[config.mk]
export PLATFORM = sky130hd
export DESIGN_NAME = ubia_top
export DESIGN_NICKNAME = d
export VERILOG_FILES = /design/src/rtl/ubia_pkg.sv /design/src/rtl/ubia_bid_max.sv /design/src/rtl/ubia_top.sv
export SDC_FILE = /design/constraint.sdc
export NUM_CORES = 1
export LEC_CHECK = 0
export ABC_CLOCK_PERIOD_IN_PS = 51000
export BUFFER_PORTS_ARGS = -buffer_cell sky130_fd_sc_hd__buf_2
export CORE_ASPECT_RATIO = 1.4
export CORE_MARGIN = 2
export CORE_UTILIZATION = 40
export CTS_CLUSTER_SIZE = 30
export DETAILED_ROUTE_END_ITERATION = 10
export GPL_TIMING_DRIVEN = 0
export HOLD_SLACK_MARGIN = 0.05
export PLACE_DENSITY = 0.66
export SKIP_CTS_REPAIR_TIMING = 1
export SYNTH_ARGS = -nofsm -noshare
export SYNTH_HDL_FRONTEND = slang
export SYNTH_SLANG_ARGS = --single-unit
[constraint.sdc]
create_clock -name clk -period 51 [get_ports clk]
set_input_delay 2.55 -clock clk [delete_from_list [all_inputs] [get_ports clk]]
set_output_delay 2.55 -clock clk [all_outputs]
set_load 0.005 [all_outputs]
[src/rtl/ubia_pkg.sv]
// Behaviour
// Each bid is 12 bits: level or priority, type code, index bit.
// Receiver bids carry fill count; type 001 clean, 101 error, 100 watchdog.
// Transmitter bid carries empty-location count with type 010.
// Sources without queue bid with a seven-bit priority and fixed four-bit codes.
// Request is asserted while an enabled bid exceeds the threshold times sixteen.
// Only mask-enabled sources take part in arbitration and capture.
// Arbitration runs every second clock, one new winner per two cycles.
// A bid changing mid-arbitration counts only in the next arbitration.
// Acknowledge falling or update command latches the current winner.
// Captured value holds until the next acknowledge or update command.
// With no winner the capture loads zero, giving zero vector bits.
// Acknowledge drives the vector, optionally with type and channel inserted.
// Nine global registers are decoded from the captured value; GSTM instead returns the masked active-source status.
// Global byte count returns the level of the captured source's queue.
// Global channel reads zero except counter 1 or port group 1.
// Global receive port returns data from the winning receive queue.
// Host acknowledges or updates the capture before reading it.
// Polling host sets threshold zero, updates, reads, stops on zero.
// Break change is flagged at break start and again at break end.
// Queue bidding starts only once the programmed trigger level is met; the watchdog bid follows its timeout flag regardless of level.
// Request deasserts within one arbitration cycle once no bid qualifies.
package ubia_pkg;
  localparam int UBIA_NSRC = 10;
  localparam int UBIA_BIDW = 12;
  localparam int UBIA_AW   = 7;
  localparam logic [8:0] UBIA_QDEPTH = 9'h100;
  localparam logic [8:0] UBIA_QHALF  = 9'h080;
  localparam logic [8:0] UBIA_Q3Q    = 9'h0c0;
  localparam logic       UBIA_CHAN   = 1'h0;
  // ----------------------------------------------------------------------
  // Register offsets.
  // ----------------------------------------------------------------------
  localparam logic [6:0] UBIA_A_CTRL   = 7'h00;
  localparam logic [6:0] UBIA_A_MASK   = 7'h04;
  localparam logic [6:0] UBIA_A_STAT   = 7'h08;
  localparam logic [6:0] UBIA_A_CAP    = 7'h0c;
  localparam logic [6:0] UBIA_A_UPD    = 7'h10;
  localparam logic [6:0] UBIA_A_VEC    = 7'h14;
  localparam logic [6:0] UBIA_A_PRIOA  = 7'h18;
  localparam logic [6:0] UBIA_A_PRIOB  = 7'h1c;
  localparam logic [6:0] UBIA_A_TRIG   = 7'h20;
  localparam logic [6:0] UBIA_A_GBC    = 7'h40;
  localparam logic [6:0] UBIA_A_GCH    = 7'h44;
  localparam logic [6:0] UBIA_A_GCHA   = 7'h48;
  localparam logic [6:0] UBIA_A_GTYP   = 7'h4c;
  localparam logic [6:0] UBIA_A_GRX    = 7'h50;
  localparam logic [6:0] UBIA_A_GTX    = 7'h54;
  localparam logic [6:0] UBIA_A_GCNT   = 7'h58;
  localparam logic [6:0] UBIA_A_GVEC   = 7'h5c;
  localparam logic [6:0] UBIA_A_GCAP   = 7'h60;
  localparam logic [6:0] UBIA_A_GSTM   = 7'h64;
  // ----------------------------------------------------------------------
  // Source indices and codes.
  // ----------------------------------------------------------------------
  localparam int UBIA_S_RXOK = 0;
  localparam int UBIA_S_RXER = 1;
  localparam int UBIA_S_RXWD = 2;
  localparam int UBIA_S_TX   = 3;
  localparam int UBIA_S_BRK  = 4;
  localparam int UBIA_S_LPB  = 5;
  localparam int UBIA_S_COS  = 6;
  localparam int UBIA_S_XON  = 7;
  localparam int UBIA_S_CT   = 8;
  localparam int UBIA_S_ADR  = 9;
  localparam logic [2:0] UBIA_T_RXOK = 3'h1;
  localparam logic [2:0] UBIA_T_RXER = 3'h5;
  localparam logic [2:0] UBIA_T_RXWD = 3'h4;
  localparam logic [2:0] UBIA_T_TX   = 3'h2;
  localparam logic [3:0] UBIA_C_BRK  = 4'he;
  localparam logic [3:0] UBIA_C_LPB  = 4'hf;
  localparam logic [3:0] UBIA_C_COS  = 4'h6;
  localparam logic [3:0] UBIA_C_XON  = 4'h7;
  localparam logic [3:0] UBIA_C_CT   = 4'h8;
  localparam logic [3:0] UBIA_C_ADR  = 4'hb;
  localparam logic [9:0] UBIA_EVT_MASK = 10'h3f4;
  localparam logic [7:0] UBIA_VEC_RST  = 8'h00;

  // Saturates a queue count of 0..256 into eight bits.
  function automatic logic [7:0] ubia_sat8(input logic [8:0] c);
    ubia_sat8 = c[8] ? 8'hff : c[7:0];
  endfunction : ubia_sat8

  // Trigger levels: 0 any, 1 half, 2 three quarters, 3 whole queue.
  function automatic logic ubia_trig(input logic [1:0] lvl, input logic [8:0] c);
    case (lvl)
      2'h0:    ubia_trig = (c != 9'h000);
      2'h1:    ubia_trig = (c >= UBIA_QHALF);
      2'h2:    ubia_trig = (c >= UBIA_Q3Q);
      default: ubia_trig = (c >= UBIA_QDEPTH);
    endcase
  endfunction : ubia_trig
endpackage : ubia_pkg

[src/rtl/ubia_bid_max.sv]
`timescale 1ns/1ps
module ubia_bid_max #(
  parameter int N = 10,
  parameter int W = 12
) (
  input  wire logic [N-1:0][W-1:0] bids,
  input  wire logic [N-1:0]        valid,
  input  wire logic [7:0]          threshold,
  output logic      [W-1:0]        max_bid,
  output logic                     hit
);
  import ubia_pkg::*;

  // ----------------------------------------------------------------------
  // Highest enabled bid above the threshold.
  // ----------------------------------------------------------------------
  logic [W-1:0] thr_w;
  assign thr_w = W'({threshold, 4'h0});

  always_comb begin
    max_bid = '0;
    for (int i = 0; i < N; i++) begin
      if (valid[i] && bids[i] > thr_w && bids[i] > max_bid) begin
        max_bid = bids[i];
      end
    end
    hit = (max_bid != '0);
  end
endmodule : ubia_bid_max

[src/rtl/ubia_top.sv]
`timescale 1ns/1ps
module ubia_top (
  input  wire logic                     clk,
  input  wire logic                     srst,
  input  wire logic [ubia_pkg::UBIA_AW-1:0] avs_address,
  input  wire logic                     avs_read,
  input  wire logic                     avs_write,
  input  wire logic [31:0]              avs_writedata,
  output logic      [31:0]              avs_readdata,
  output logic                          avs_waitrequest,
  output logic                          interrupt_request_n,
  input  wire logic                     interrupt_ack_n,
  output logic      [7:0]               vector_out,
  output logic                          vector_oe,
  input  wire logic [8:0]               rx_fill,
  input  wire logic                     rx_error_present,
  input  wire logic                     rx_timeout_evt,
  input  wire logic [7:0]               rx_data,
  output logic                          rx_pop,
  input  wire logic [8:0]               tx_empty,
  output logic                          tx_push,
  output logic      [7:0]               tx_wdata,
  input  wire logic                     break_level,
  input  wire logic                     loopback_err_evt,
  input  wire logic                     cos_evt,
  input  wire logic                     cos_port,
  input  wire logic                     xon_evt,
  input  wire logic                     ct_evt,
  input  wire logic                     ct_index,
  input  wire logic                     addr_evt
);
  import ubia_pkg::*;

  typedef struct packed {
    logic                                    bus_ack;
    logic [31:0]                             rdata;
    logic [7:0]                              thr;
    logic                                    vm_type;
    logic                                    vm_chan;
    logic [UBIA_NSRC-1:0]                    mask;
    logic [UBIA_NSRC-1:0]                    evt;
    logic [UBIA_BIDW-1:0]                    cap;
    logic [7:0]                              vec;
    logic [5:0][6:0]                         prio;
    logic [1:0]                              rx_trig;
    logic [1:0]                              tx_trig;
    logic                                    phase;
    logic [UBIA_NSRC-1:0]                    snap_v;
    logic [UBIA_NSRC-1:0][UBIA_BIDW-1:0]     snap_b;
    logic [UBIA_BIDW-1:0]                    win;
    logic                                    irq;
    logic                                    brk_prev;
    logic                                    ack_s1;
    logic                                    ack_s2;
    logic                                    ack_s3;
    logic                                    ack_act;
    logic                                    cos_idx;
    logic                                    ct_idx;
    logic [7:0]                              vec_out;
    logic [7:0]                              wdat;
  } ubia_state_s;

  ubia_state_s r_r;
  ubia_state_s r_nxt;

  logic [UBIA_BIDW-1:0]                arb_max;
  logic                                arb_hit;
  logic [UBIA_NSRC-1:0][UBIA_BIDW-1:0] bids;
  logic [UBIA_NSRC-1:0]                active;

  // ----------------------------------------------------------------------
  // Captured value decoding.
  // ----------------------------------------------------------------------
  function automatic logic cap_is_rx(input logic [UBIA_BIDW-1:0] c);
    cap_is_rx = (c[3:1] == UBIA_T_RXOK) || (c[3:1] == UBIA_T_RXER)
             || (c[3:1] == UBIA_T_RXWD);
  endfunction : cap_is_rx

  function automatic logic [7:0] mod_vec(input logic [7:0] v, input logic [UBIA_BIDW-1:0] c,
                                         input logic mt, input logic mc);
    mod_vec = v;
    if (mt) begin
      mod_vec[3:1] = c[3:1];
    end
    if (mc) begin
      mod_vec[0] = c[0];
    end
  endfunction : mod_vec

  // ----------------------------------------------------------------------
  // Bid formation.
  // ----------------------------------------------------------------------
  always_comb begin
    bids = '0;
    bids[UBIA_S_RXOK] = {ubia_sat8(rx_fill), UBIA_T_RXOK, UBIA_CHAN};
    bids[UBIA_S_RXER] = {ubia_sat8(rx_fill), UBIA_T_RXER, UBIA_CHAN};
    bids[UBIA_S_RXWD] = {ubia_sat8(rx_fill), UBIA_T_RXWD, UBIA_CHAN};
    bids[UBIA_S_TX]   = {ubia_sat8(tx_empty), UBIA_T_TX, UBIA_CHAN};

    bids[UBIA_S_BRK]  = {r_r.prio[0], UBIA_C_BRK, UBIA_CHAN};
    bids[UBIA_S_LPB]  = {r_r.prio[1], UBIA_C_LPB, UBIA_CHAN};
    bids[UBIA_S_COS]  = {r_r.prio[2], UBIA_C_COS, r_r.cos_idx};
    bids[UBIA_S_XON]  = {r_r.prio[3], UBIA_C_XON, UBIA_CHAN};
    bids[UBIA_S_CT]   = {r_r.prio[4], UBIA_C_CT, r_r.ct_idx};
    bids[UBIA_S_ADR]  = {r_r.prio[5], UBIA_C_ADR, UBIA_CHAN};

    active = r_r.evt & UBIA_EVT_MASK;
    active[UBIA_S_RXOK] = ubia_trig(r_r.rx_trig, rx_fill) & ~rx_error_present;
    active[UBIA_S_RXER] = ubia_trig(r_r.rx_trig, rx_fill) & rx_error_present;
    active[UBIA_S_TX]   = ubia_trig(r_r.tx_trig, tx_empty);
  end

  ubia_bid_max #(
    .N (UBIA_NSRC),
    .W (UBIA_BIDW)
  ) u_max (
    .bids      (r_r.snap_b),
    .valid     (r_r.snap_v),
    .threshold (r_r.thr),
    .max_bid   (arb_max),
    .hit       (arb_hit)
  );

  // ----------------------------------------------------------------------
  // Next state.
  // ----------------------------------------------------------------------
  always_comb begin
    logic                 req;
    logic                 done_wr;
    logic                 done_rd;
    logic                 ack_start;
    logic                 upd;
    logic [UBIA_NSRC-1:0] set;
    logic [UBIA_NSRC-1:0] clr;
    logic [31:0]          rd;

    req       = avs_read | avs_write;
    done_wr   = avs_write & r_r.bus_ack;
    done_rd   = avs_read & r_r.bus_ack;
    ack_start = 1'b0;
    upd       = 1'b0;
    set       = '0;
    clr       = '0;
    rd        = '0;
    r_nxt     = r_r;
    r_nxt.bus_ack = req & ~r_r.bus_ack;

    if (avs_write && !r_r.bus_ack) begin
      r_nxt.wdat = avs_writedata[7:0];
    end

    // ----------------------------------------------------------------------
    // Acknowledge synchroniser.
    // ----------------------------------------------------------------------
    r_nxt.ack_s1 = ~interrupt_ack_n;
    r_nxt.ack_s2 = r_r.ack_s1;
    r_nxt.ack_s3 = r_r.ack_s2;

    if (r_r.ack_s2 == r_r.ack_s3) begin
      r_nxt.ack_act = r_r.ack_s3;
      ack_start     = r_r.ack_s3 & ~r_r.ack_act;
    end

    // ----------------------------------------------------------------------
    // Event flags.
    // ----------------------------------------------------------------------
    r_nxt.brk_prev = break_level;
    set[UBIA_S_BRK] = break_level ^ r_r.brk_prev;
    set[UBIA_S_RXWD] = rx_timeout_evt;
    set[UBIA_S_LPB]  = loopback_err_evt;
    set[UBIA_S_COS]  = cos_evt;
    set[UBIA_S_XON]  = xon_evt;
    set[UBIA_S_CT]   = ct_evt;
    set[UBIA_S_ADR]  = addr_evt;

    if (cos_evt) begin
      r_nxt.cos_idx = cos_port;
    end
    if (ct_evt) begin
      r_nxt.ct_idx = ct_index;
    end

    // ----------------------------------------------------------------------
    // Register writes.
    // ----------------------------------------------------------------------
    if (done_wr) begin
      if (avs_address == UBIA_A_CTRL) begin
        r_nxt.thr     = avs_writedata[7:0];
        r_nxt.vm_type = avs_writedata[8];
        r_nxt.vm_chan = avs_writedata[9];
      end else if (avs_address == UBIA_A_MASK) begin
        r_nxt.mask = avs_writedata[UBIA_NSRC-1:0];
      end else if (avs_address == UBIA_A_STAT) begin
        clr = avs_writedata[UBIA_NSRC-1:0] & UBIA_EVT_MASK;
      end else if (avs_address == UBIA_A_UPD) begin
        upd = 1'b1;
      end else if (avs_address == UBIA_A_VEC) begin
        r_nxt.vec = avs_writedata[7:0];
      end else if (avs_address == UBIA_A_PRIOA) begin
        r_nxt.prio[0] = avs_writedata[6:0];
        r_nxt.prio[1] = avs_writedata[14:8];
        r_nxt.prio[2] = avs_writedata[22:16];
        r_nxt.prio[3] = avs_writedata[30:24];
      end else if (avs_address == UBIA_A_PRIOB) begin
        r_nxt.prio[4] = avs_writedata[6:0];
        r_nxt.prio[5] = avs_writedata[14:8];
      end else if (avs_address == UBIA_A_TRIG) begin
        r_nxt.rx_trig = avs_writedata[1:0];
        r_nxt.tx_trig = avs_writedata[3:2];
      end
    end

    r_nxt.evt = ((r_r.evt & ~clr) | set) & UBIA_EVT_MASK;

    // Phase 0 freezes the bids; phase 1 resolves them.
    r_nxt.phase = ~r_r.phase;

    if (!r_r.phase) begin
      r_nxt.snap_b = bids;
      r_nxt.snap_v = active & r_r.mask;
    end else begin
      r_nxt.win = arb_hit ? arb_max : '0;
      r_nxt.irq = arb_hit;
    end

    if (ack_start || upd) begin
      r_nxt.cap = r_r.win;
    end

    r_nxt.vec_out = mod_vec(r_r.vec, r_nxt.cap, r_r.vm_type, r_r.vm_chan);

    // ----------------------------------------------------------------------
    // Register reads.
    // ----------------------------------------------------------------------
    if (avs_address == UBIA_A_CTRL) begin
      rd = {22'h0, r_r.vm_chan, r_r.vm_type, r_r.thr};
    end else if (avs_address == UBIA_A_MASK) begin
      rd = 32'(r_r.mask);
    end else if (avs_address == UBIA_A_STAT) begin
      rd = 32'(active);
    end else if (avs_address == UBIA_A_CAP || avs_address == UBIA_A_GCAP) begin
      rd = 32'(r_r.cap);
    end else if (avs_address == UBIA_A_VEC) begin
      rd = 32'(r_r.vec);
    end else if (avs_address == UBIA_A_PRIOA) begin
      rd = {1'h0, r_r.prio[3], 1'h0, r_r.prio[2], 1'h0, r_r.prio[1], 1'h0, r_r.prio[0]};
    end else if (avs_address == UBIA_A_PRIOB) begin
      rd = {17'h0, r_r.prio[5], 1'h0, r_r.prio[4]};
    end else if (avs_address == UBIA_A_TRIG) begin
      rd = {28'h0, r_r.tx_trig, r_r.rx_trig};
    end else if (avs_address == UBIA_A_GBC) begin
      if (cap_is_rx(r_r.cap)) begin
        rd = 32'(ubia_sat8(rx_fill));
      end else if (r_r.cap[3:1] == UBIA_T_TX) begin
        rd = 32'(ubia_sat8(tx_empty));
      end
    end else if (avs_address == UBIA_A_GCH || avs_address == UBIA_A_GCHA) begin
      if (r_r.cap[4:1] == UBIA_C_CT || r_r.cap[4:1] == UBIA_C_COS) begin
        rd = 32'(r_r.cap[0]);
      end
    end else if (avs_address == UBIA_A_GTYP) begin
      rd = 32'(r_r.cap[4:1]);
    end else if (avs_address == UBIA_A_GRX) begin
      if (cap_is_rx(r_r.cap)) begin
        rd = 32'(rx_data);
      end
    end else if (avs_address == UBIA_A_GCNT) begin
      rd = 32'(r_r.cap[11:4]);
    end else if (avs_address == UBIA_A_GVEC) begin
      rd = 32'(r_r.vec_out);
    end else if (avs_address == UBIA_A_GSTM) begin
      rd = 32'(active & r_r.mask);
    end

    if (req && !r_r.bus_ack) begin
      r_nxt.rdata = rd;
    end

    rx_pop  = done_rd & (avs_address == UBIA_A_GRX) & cap_is_rx(r_r.cap);
    tx_push = done_wr & (avs_address == UBIA_A_GTX) & (r_r.cap[3:1] == UBIA_T_TX);
  end

  // ----------------------------------------------------------------------
  // State register.
  // ----------------------------------------------------------------------
  always_ff @(posedge clk) begin
    if (srst) begin
      r_r     <= '0;
      r_r.vec <= UBIA_VEC_RST;
    end else begin
      r_r <= r_nxt;
    end
  end

  assign avs_readdata        = r_r.rdata;
  assign avs_waitrequest     = (avs_read | avs_write) & ~r_r.bus_ack;
  assign interrupt_request_n = ~r_r.irq;
  assign vector_out          = r_r.vec_out;
  assign vector_oe           = r_r.ack_act;
  assign tx_wdata            = r_r.wdat;
endmodule : ubia_top

==> impl_metrics.yaml, run 1 <==
setup_path:
  worstReg2RegEnd: "r_r[35]"
  regToRegStartpoint: "r_r[262]"
  critical_path_arrival_ps: 21280
  critical_path_class: "flip-flop to flip-flop"
  crit_top_cell: "ha_1"
  crit_path_end_kind: "flip-flop"
  rr_worst_depth: 97
  cpPeakStageDelay_ps: 560
  cp_max_fo: 10
  crit_required_ps: 51410
  ff2ff_setup_slack_ps: 30140
  start_kind: "flip-flop"
  cp_slowest_cell: "nor3b_2"
  cp-startpoint: "r_r[262]"
status:
  status: "finished, final reports clean"
synthesis:
  ys_seq_area_frac: 0.321
  synthFlopType: "dfxtp_1"
  synth_edf_count: 0
  synth_area_per_cell_um2: 7.89
  synth_area_um2: 14400
  ys_types: 87
  ys_ff_latch: 231
  async_flop_share: 0
  synthCells: 1826
  synth_warnings: 0
clock_tree:
  clk_latency_ps: 520
  cts.sinks: 231
  cts-htree-levels: 1
  clkTransAtPathRegs_ps: 70
  tritoncts: "built"
  cts_buffers: 22
  clock_path_buffers: 3
  cts_root_buf: "clkbuf_16"
layout:
  areaGrowthSynthToFinish_pct: 13.7
  final_common_cell: "nor2_1"
  drive_above_1_share: 0.134
  fin_area_um2: 16400
  n_fill_cell: 3538
  layout.nets: 2178
  diodes: 0
  final_cell_mix: "242 x nor2_1, 240 x nand2_1, 231 x dfxtp_1"
placed_design:
  gp_congestion: 0.978
  dpl-instance-area_um2: 15600
  portBuffers: 121
  hpwl_um: 42200
  dp_slack_ps: 30440
grt:
  track_usage: 0.278
  grt_pass1_wl_um: 80300
  grt_pass1_vias: 13800
  overflow: 0
  grt_start_max_net_pins: 20
  antenna_found_initial: 0
power_and_ir_drop:
  p_per_area_nw_per_um2: 24.6
  finalPower_uw: 403
  p_leak_nw: 6.65
  ir_drop_uv: 27.9
timing:
  tns_ps: 0
  maxSlewHeadroom: 0.118
  setup_violations: 0
  clock.fmax_mhz: 47.9
  worst_slew_pin_slew_ps: 1300
  hold_violations: 0
  period_share: 0.409
  finClkSkew_ps: 9.32
  rsz0062_at_grt: "false"
  fin_crit_ps: 20860
  worst_slack_ps: 30140
  slew_viol_final: 0
worst_hold_path:
  hold_end: "r_nxt[19]"
  min_path_cells: 1
  hp-class: "flip-flop to flip-flop"
  worstHoldStart: "r_nxt[20]"
floorplan:
  core_area_um2: 35600
  die_h_um: 228
  die_x_um: 164
  initial_utilization: 0.404
  io_pins: 133
  fp-row-count: 82
  die-area_um2: 37600
route:
  drt_iter0_markers: 931
  vias: 14300
  avgViaCountPerCell: 5.84
  wire_per_inst_um: 21.7
  wl_um: 53300
  ant_nets: 0
  drc: 0
  drtPass1Iterations: 6
run:
  max_cap_viol_count: 0
==> area by class of cell <==
cell class,instances,area [µm²],area share
multi-input combinational,1392,8810,0.538
sequential,231,4620,0.283
buffer,137,729,0.0446
clock buffer,30,632,0.0386
timing repair buffer,124,626,0.0382
tap,462,578,0.0353
inverter,68,255,0.0156
clock inverter,10,114,0.00696
==> sequential cells by signal, indices dropped and copies added (netlist names) <==
name and cells:
r_r 128, bids 44, avs_readdata 29, tx_wdata 8, vector_out 8, active 7, r_nxt 6, vector_oe 1
==> where the power goes <==
| part | internal, mW | switching [mW] |
|---|---|---|
| Combinational | 0.0161 | 0.0280 |
| Sequential | 0.184 | 0.00398 |
| Clock | 0.0976 | 0.0739 |
==> cells in the mapped netlist (8+ instances only) <==
cell type,count,area share
mux2_2,17,0.013
a221oi_1,8,0.0049
a211oi_1,13,0.0068
o22ai_1,14,0.0061
buf_1,12,0.0031
buf_4,48,0.025
nor2_1,242,0.063
dfxtp_1,231,0.32
mux2i_1,83,0.058
nor3_1,29,0.010
a22oi_1,37,0.019
and3_1,14,0.0061
o311a_1,8,0.0056
inv_1,68,0.018
o21ai_0,57,0.020
nand2b_1,16,0.0070
o21a_1,17,0.0089
o211ai_1,17,0.0089
and2_1,8,0.0035
a32oi_1,10,0.0061
nand2_1,240,0.063
nand4_1,23,0.010
nand3_1,46,0.016
clkbuf_1,69,0.018
nor2b_1,19,0.0083
a21oi_1,186,0.065
a21o_1,20,0.010
ha_1,122,0.11
nor4_1,14,0.0061
a31oi_1,9,0.0039
==> per-layer routing <==
metal	track usage	vias to the layer above	wire, µm
met1	0.314	6840	20500
met5	0	-	0
li1	-	6799	-
met4	0.149	0	3150
met2	0.503	525	26700
met3	0.0301	170	2960
==> worst max-delay path, delay by kind of cell, from the launching register on <==
family	cells	cell delay, ps
fa+ha+maj	9	2900
compound gates	46	9660
simple gates	22	3460
mux	2	850
flops	1	380
buf+inv	18	3450
==> how the worst max path moves through the flow <==
stage	slack, ps	to
final	30140	r_r[35]
after floorplan	34080	r_r[26]
after global routing	28390	r_r[35]
after global placement	30830	r_r[35]
after CTS	30360	r_r[35]
after detailed placement	30440	r_r[35]
==> kinds of logic (layout without fill, tap and decap cells) <==
logic type / after synthesis / count (layout) / share of synthesized area
flops: 231 / 231 / 0.321
simple gates: 687 / 687 / 0.212
fa+ha+maj: 122 / 122 / 0.106
mux: 103 / 103 / 0.0746
xor+xnor: 9 / 9 / 0.00547
compound gates: 468 / 468 / 0.212
other cells: 1 / 3 / 0.000260
buf+inv: 205 / 369 / 0.0684
==> per-stage QoR <==
step	utilization	hold slack [ps]	instances
after floorplan	-	414	1828
after global placement	0.438	429	2411
after detailed placement	0.439	434	2413
after CTS	0.460	453	2453
after global routing	0.460	461	2454
final	0.460	442	2454
Power figures use the tool's default switching activity.
==> inputs of run 2 (changes only) <==
--- a/config.mk
+++ b/config.mk
@@ -5,7 +5,7 @@
 export SDC_FILE = /design/constraint.sdc
 export NUM_CORES = 1
 export LEC_CHECK = 0
-export ABC_CLOCK_PERIOD_IN_PS = 51000
+export ABC_CLOCK_PERIOD_IN_PS = 20800
 export BUFFER_PORTS_ARGS = -buffer_cell sky130_fd_sc_hd__buf_2
 export CORE_ASPECT_RATIO = 1.4
 export CORE_MARGIN = 2
==> constraint.sdc (replaced) <==
create_clock -name clk -period 20.8 [get_ports clk]
set_input_delay 1.04 -clock clk [delete_from_list [all_inputs] [get_ports clk]]
set_output_delay 1.04 -clock clk [all_outputs]
set_load 0.005 [all_outputs]
==> run 2 against run 1 <==
Effect of this change: core utilization up 0.54 points; critical path type unchanged; total power up 150%; routed wire length up 0.44%; non-clock buffer count up 14; largest power group unchanged; global-route usage unchanged; sequential share of layout area down 0.32 points; via count about the same; largest cell class unchanged; cell area up 1.2%; critical endpoint is now r_r[26].
==> impl_metrics.yaml, run 2 (synthesized netlist as in run 1, its figures left out) <==
status:
  status: "finished, final reports clean"
floorplan:
  fp-row-count: 82
  die_h_um: 228
  io_pins: 133
  core_area_um2: 35600
  die_x_um: 164
  die-area_um2: 37600
  initial_utilization: 0.404
setup_path:
  cpPeakStageDelay_ps: 490
  cp_max_fo: 10
  critical_path_class: "flip-flop to flip-flop"
  start_kind: "flip-flop"
  crit_top_cell: "ha_1"
  crit_path_end_kind: "flip-flop"
  crit_required_ps: 21240
  cp_slowest_cell: "mux4_2"
  critical_path_arrival_ps: 19850
power_and_ir_drop:
  p_switching_uw: 260
  p_leak_nw: 6.74
  clockPowerShare: 0.424
  intPower_uw: 730
  ir_drop_uv: 68.4
  finalPower_uw: 990
  swShare: 0.263
  combPwrFrac: 0.111
  p_per_area_nw_per_um2: 59.8
  seqPwrFrac: 0.464
route:
  wl_um: 53600
  ant_nets: 0
  wire_per_inst_um: 21.7
  drt_iter0_markers: 989
  drtPass1Iterations: 6
  vias: 14300
  drc: 0
  avgViaCountPerCell: 5.81
layout:
  final_common_cell: "nor2_1"
  diodes: 0
  regMostFlops: "r_r"
  multiInputGateArea_um2: 8870
  final_cell_mix: "242 x nor2_1, 240 x nand2_1, 230 x dfxtp_1"
  drive_above_1_share: 0.147
  utilization: 0.465
  layout.nets: 2192
  largest_register_ffs: 128
  areaGrowthSynthToFinish_pct: 15.0
  n_fill_cell: 3537
  regArea_um2: 4630
  fin_area_um2: 16600
grt:
  grt_pass1_wl_um: 80300
  antenna_found_initial: 0
  overflow: 0
  track_usage: 0.278
  grt_pass1_vias: 13800
  grt_start_max_net_pins: 20
timing:
  finClkSkew_ps: 7.84
  clock.fmax_mhz: 51.5
  hold_violations: 0
  setup_violations: 0
  fin_crit_ps: 19420
  slew_viol_final: 0
  maxSlewHeadroom: 0.133
  period_share: 0.933
  worst_slew_pin_slew_ps: 1280
  tns_ps: 0
clock_tree:
  cts_buffers: 22
  cts.sinks: 231
  tritoncts: "built"
  cts-htree-levels: 1
  clkTransAtPathRegs_ps: 70
  clk_latency_ps: 520
  cts_root_buf: "clkbuf_16"
  clock_path_buffers: 3
placed_design:
  dpl-instance-area_um2: 15600
  hpwl_um: 42200
  portBuffers: 121
  gp_congestion: 0.978
run:
  max_cap_viol_count: 0
worst_hold_path:
  hp-class: "flip-flop to flip-flop"
==> run 2: changes by cell type in the layout (fill, tap and decap cells not counted), moves of 2 or more <==
cell,change
buf_4,+14
o21ai_0,-3
buf_2,-2
o21ai_2,+2
inv_1,-3
clkbuf_4,+3
clkbuf_1,-2
clkinvlp_4,+3
clkbuf_2,+2
==> run 2: area by class of cell <==
class,count,area share
well taps,462,0.0349
clock inverters,10,0.00688
inverters,68,0.0161
multi-input cells,1392,0.536
repair buffers,138,0.0441
flip-flops and latches,231,0.279
plain buffers,137,0.0447
clock buffers,30,0.0382
==> run 2: per-stage QoR <==
step | hold slack, ps | std cells | setup slack, ps
finish | 442 | 2468 | 1380
global route | 461 | 2468 | -53.6
CTS | 453 | 2453 | 162
detailed placement | 434 | 2413 | 237
global placement | 429 | 2411 | 630
floorplan | 414 | 1828 | 3880
==> run 2: power groups by stage <==
stage / registers [mW] / clock network [mW] / logic, mW
3_5_place_dp: 0.470 / 0 / 0.106
2_1_floorplan: 0.465 / 0 / 0.0685
5_1_grt: 0.461 / 0.436 / 0.121
3_3_place_gp: 0.469 / 0 / 0.104
4_1_cts: 0.459 / 0.423 / 0.107
6_report: 0.460 / 0.420 / 0.110
==> run 2: routing by layer <==
layer | up-vias | track usage | wire length, µm
met4 | 0 | 0.149 | 3210
met1 | 6834 | 0.314 | 20500
met2 | 517 | 0.503 | 27100
li1 | 6823 | - | -
met3 | 164 | 0.0301 | 2770
met5 | - | 0 | 0
==> run 2: final timing paths <==
kind | start | endpoint | slack [ps] | cells past startpoint
worst max-delay path | r_r[261] | r_r[26] | 1380 | 94
worst min-delay path | r_nxt[20] | r_nxt[19] | 440 | 1
worst max register to register | r_r[261] | r_r[26] | 1380 | 94
worst min register to register | r_nxt[20] | r_nxt[19] | 440 | 1
==> run 2: critical path: cells and delay by family (launching register included) <==
| family | cells | cell delay, ps |
|---|---|---|
| AO/OA/AOI/OAI | 45 | 8770 |
| adder cells (fa/ha/maj) | 9 | 2780 |
| flip-flops | 1 | 380 |
| buffers and inverters | 17 | 2620 |
| AND/OR/NAND/NOR | 19 | 3250 |
| multiplexers | 4 | 1530 |
==> inputs of run 3 (changes only) <==
--- a/config.mk
+++ b/config.mk
@@ -14,7 +14,6 @@
 export DETAILED_ROUTE_END_ITERATION = 10
 export GPL_TIMING_DRIVEN = 0
 export HOLD_SLACK_MARGIN = 0.05
-export PLACE_DENSITY = 0.66
 export SKIP_CTS_REPAIR_TIMING = 1
 export SYNTH_ARGS = -nofsm -noshare
 export SYNTH_HDL_FRONTEND = slang
==> run 3 against run 2 <==
Effect of this change: setup slack better by 64 ps; hold slack hardly changed; die area stayed put; total power is 1.0% lower; critical endpoint unchanged; largest cell class unchanged; maximum frequency is 0.33% higher.
==> impl_metrics.yaml, run 3 (synthesized netlist as in run 1, its figures left out) <==
timing:
  hold_violations: 0
  worst_slack_ps: 1450
  fin_crit_ps: 19350
  clock.fmax_mhz: 51.7
  rsz0062_at_grt: "false"
  period_share: 0.930
  finClkSkew_ps: 26.4
  setup_violations: 0
  slew_viol_final: 0
  maxSlewHeadroom: 0.309
  tns_ps: 0
  worst_slew_pin_slew_ps: 1030
route:
  wire_per_inst_um: 21.9
  drtPass1Iterations: 7
  drt_iter0_markers: 1023
  avgViaCountPerCell: 5.81
  wl_um: 54000
  vias: 14300
  ant_nets: 0
  drc: 0
floorplan:
  io_pins: 133
  initial_utilization: 0.404
  die-area_um2: 37600
  core_area_um2: 35600
  fp-row-count: 82
  die_x_um: 164
  die_h_um: 228
clock_tree:
  cts_buffers: 22
  tritoncts: "built"
  clk_latency_ps: 540
  cts.sinks: 231
  cts-htree-levels: 1
  clkTransAtPathRegs_ps: 80
  clock_path_buffers: 3
  cts_root_buf: "clkbuf_16"
setup_path:
  cp_max_fo: 10
  rr_worst_depth: 95
  worstReg2RegEnd: "r_r[26]"
  crit_top_cell: "ha_1"
  start_kind: "flip-flop"
  crit_required_ps: 21250
  crit_family: "compound AO/OA/AOI/OAI gates"
  crit_buf_inv: 17
  cp_num_cells: 95
  critical_path_arrival_ps: 19800
  critical_path_class: "flip-flop to flip-flop"
  crit_path_end_kind: "flip-flop"
  regToRegStartpoint: "r_r[256]"
  ff2ff_setup_slack_ps: 1450
  cpPeakStageDelay_ps: 500
  cp-startpoint: "r_r[256]"
  cp_slowest_cell: "mux4_2"
grt:
  grt_pass1_wl_um: 81000
  grt_pass1_vias: 13700
  overflow: 0
  track_usage: 0.281
  antenna_found_initial: 0
  grt_start_max_net_pins: 20
layout:
  regMostFlops: "r_r"
  layout.nets: 2193
  n_fill_cell: 3626
  diodes: 0
  largest_register_ffs: 128
  final_common_cell: "nor2_1"
  drive_above_1_share: 0.148
  fin_area_um2: 16600
  areaGrowthSynthToFinish_pct: 15.1
  final_cell_mix: "242 x nor2_1, 240 x nand2_1, 230 x dfxtp_1"
power_and_ir_drop:
  p_leak_nw: 6.74
  clockPowerShare: 0.418
  seqPwrFrac: 0.469
  swShare: 0.265
  p_per_area_nw_per_um2: 59.1
  ir_drop_uv: 68.2
  intPower_uw: 720
  combPwrFrac: 0.113
  p_switching_uw: 260
placed_design:
  dpl-instance-area_um2: 15600
  hpwl_um: 42700
  gp_congestion: 0.956
  dp_slack_ps: 289
  portBuffers: 121
worst_hold_path:
  worstHoldStart: "r_nxt[20]"
  hold_end: "r_nxt[19]"
  hp-class: "flip-flop to flip-flop"
  min_path_cells: 1
status:
  status: "finished, final reports clean"
run:
  max_cap_viol_count: 0
==> run 3: power by group through the flow <==
stage | combinational [mW] | sequential [mW] | clock, mW
after global routing | 0.121 | 0.461 | 0.429
final | 0.110 | 0.460 | 0.410
after detailed placement | 0.106 | 0.469 | 0
after floorplan | 0.0685 | 0.465 | 0
after CTS | 0.106 | 0.459 | 0.414
after global placement | 0.104 | 0.469 | 0
==> run 3: worst reg2reg max path, delay by kind of cell (launching register included) <==
family,cells,cell delay (ps)
fa+ha+maj,9,2750
flops,1,430
simple gates,18,3020
mux,4,1520
buf+inv,17,2610
compound gates,47,8890
==> run 3: per-stage QoR <==
step           total power [mW]  cells  utilization  hold WS [ps]
2_1_floorplan             0.534   1828            -           414
3_3_place_gp              0.573   2411        0.438           430
3_5_place_dp              0.575   2412        0.438           428
4_1_cts                   0.980   2450        0.458           446
5_1_grt                    1.01   2467        0.465           471
6_report                  0.980   2467        0.465           443
==> run 3: area by class of cell <==
class | instances | area [µm²] | area share
plain buffers | 137 | 741 | 0.0447
clock buffers | 32 | 649 | 0.0392
clock inverters | 6 | 58.8 | 0.00355
inverters | 68 | 274 | 0.0165
multi-input cells | 1392 | 8900 | 0.537
flip-flops and latches | 231 | 4630 | 0.279
well taps | 462 | 578 | 0.0349
repair buffers | 139 | 741 | 0.0447
==> run 3: metal layers <==
metal	global-route usage	share of wire
met1	0.328	0.39
met2	0.509	0.51
met3	0.0281	0.051
met4	0.131	0.047
met5	0	0
==> run 3: how the worst max path moves through the flow <==
stage          slack (ps)       to
3_5_place_dp          290  r_r[31]
5_1_grt                60  r_r[26]
3_3_place_gp          570  r_r[31]
6_report             1450  r_r[26]
4_1_cts               210  r_r[35]
2_1_floorplan        3880  r_r[26]
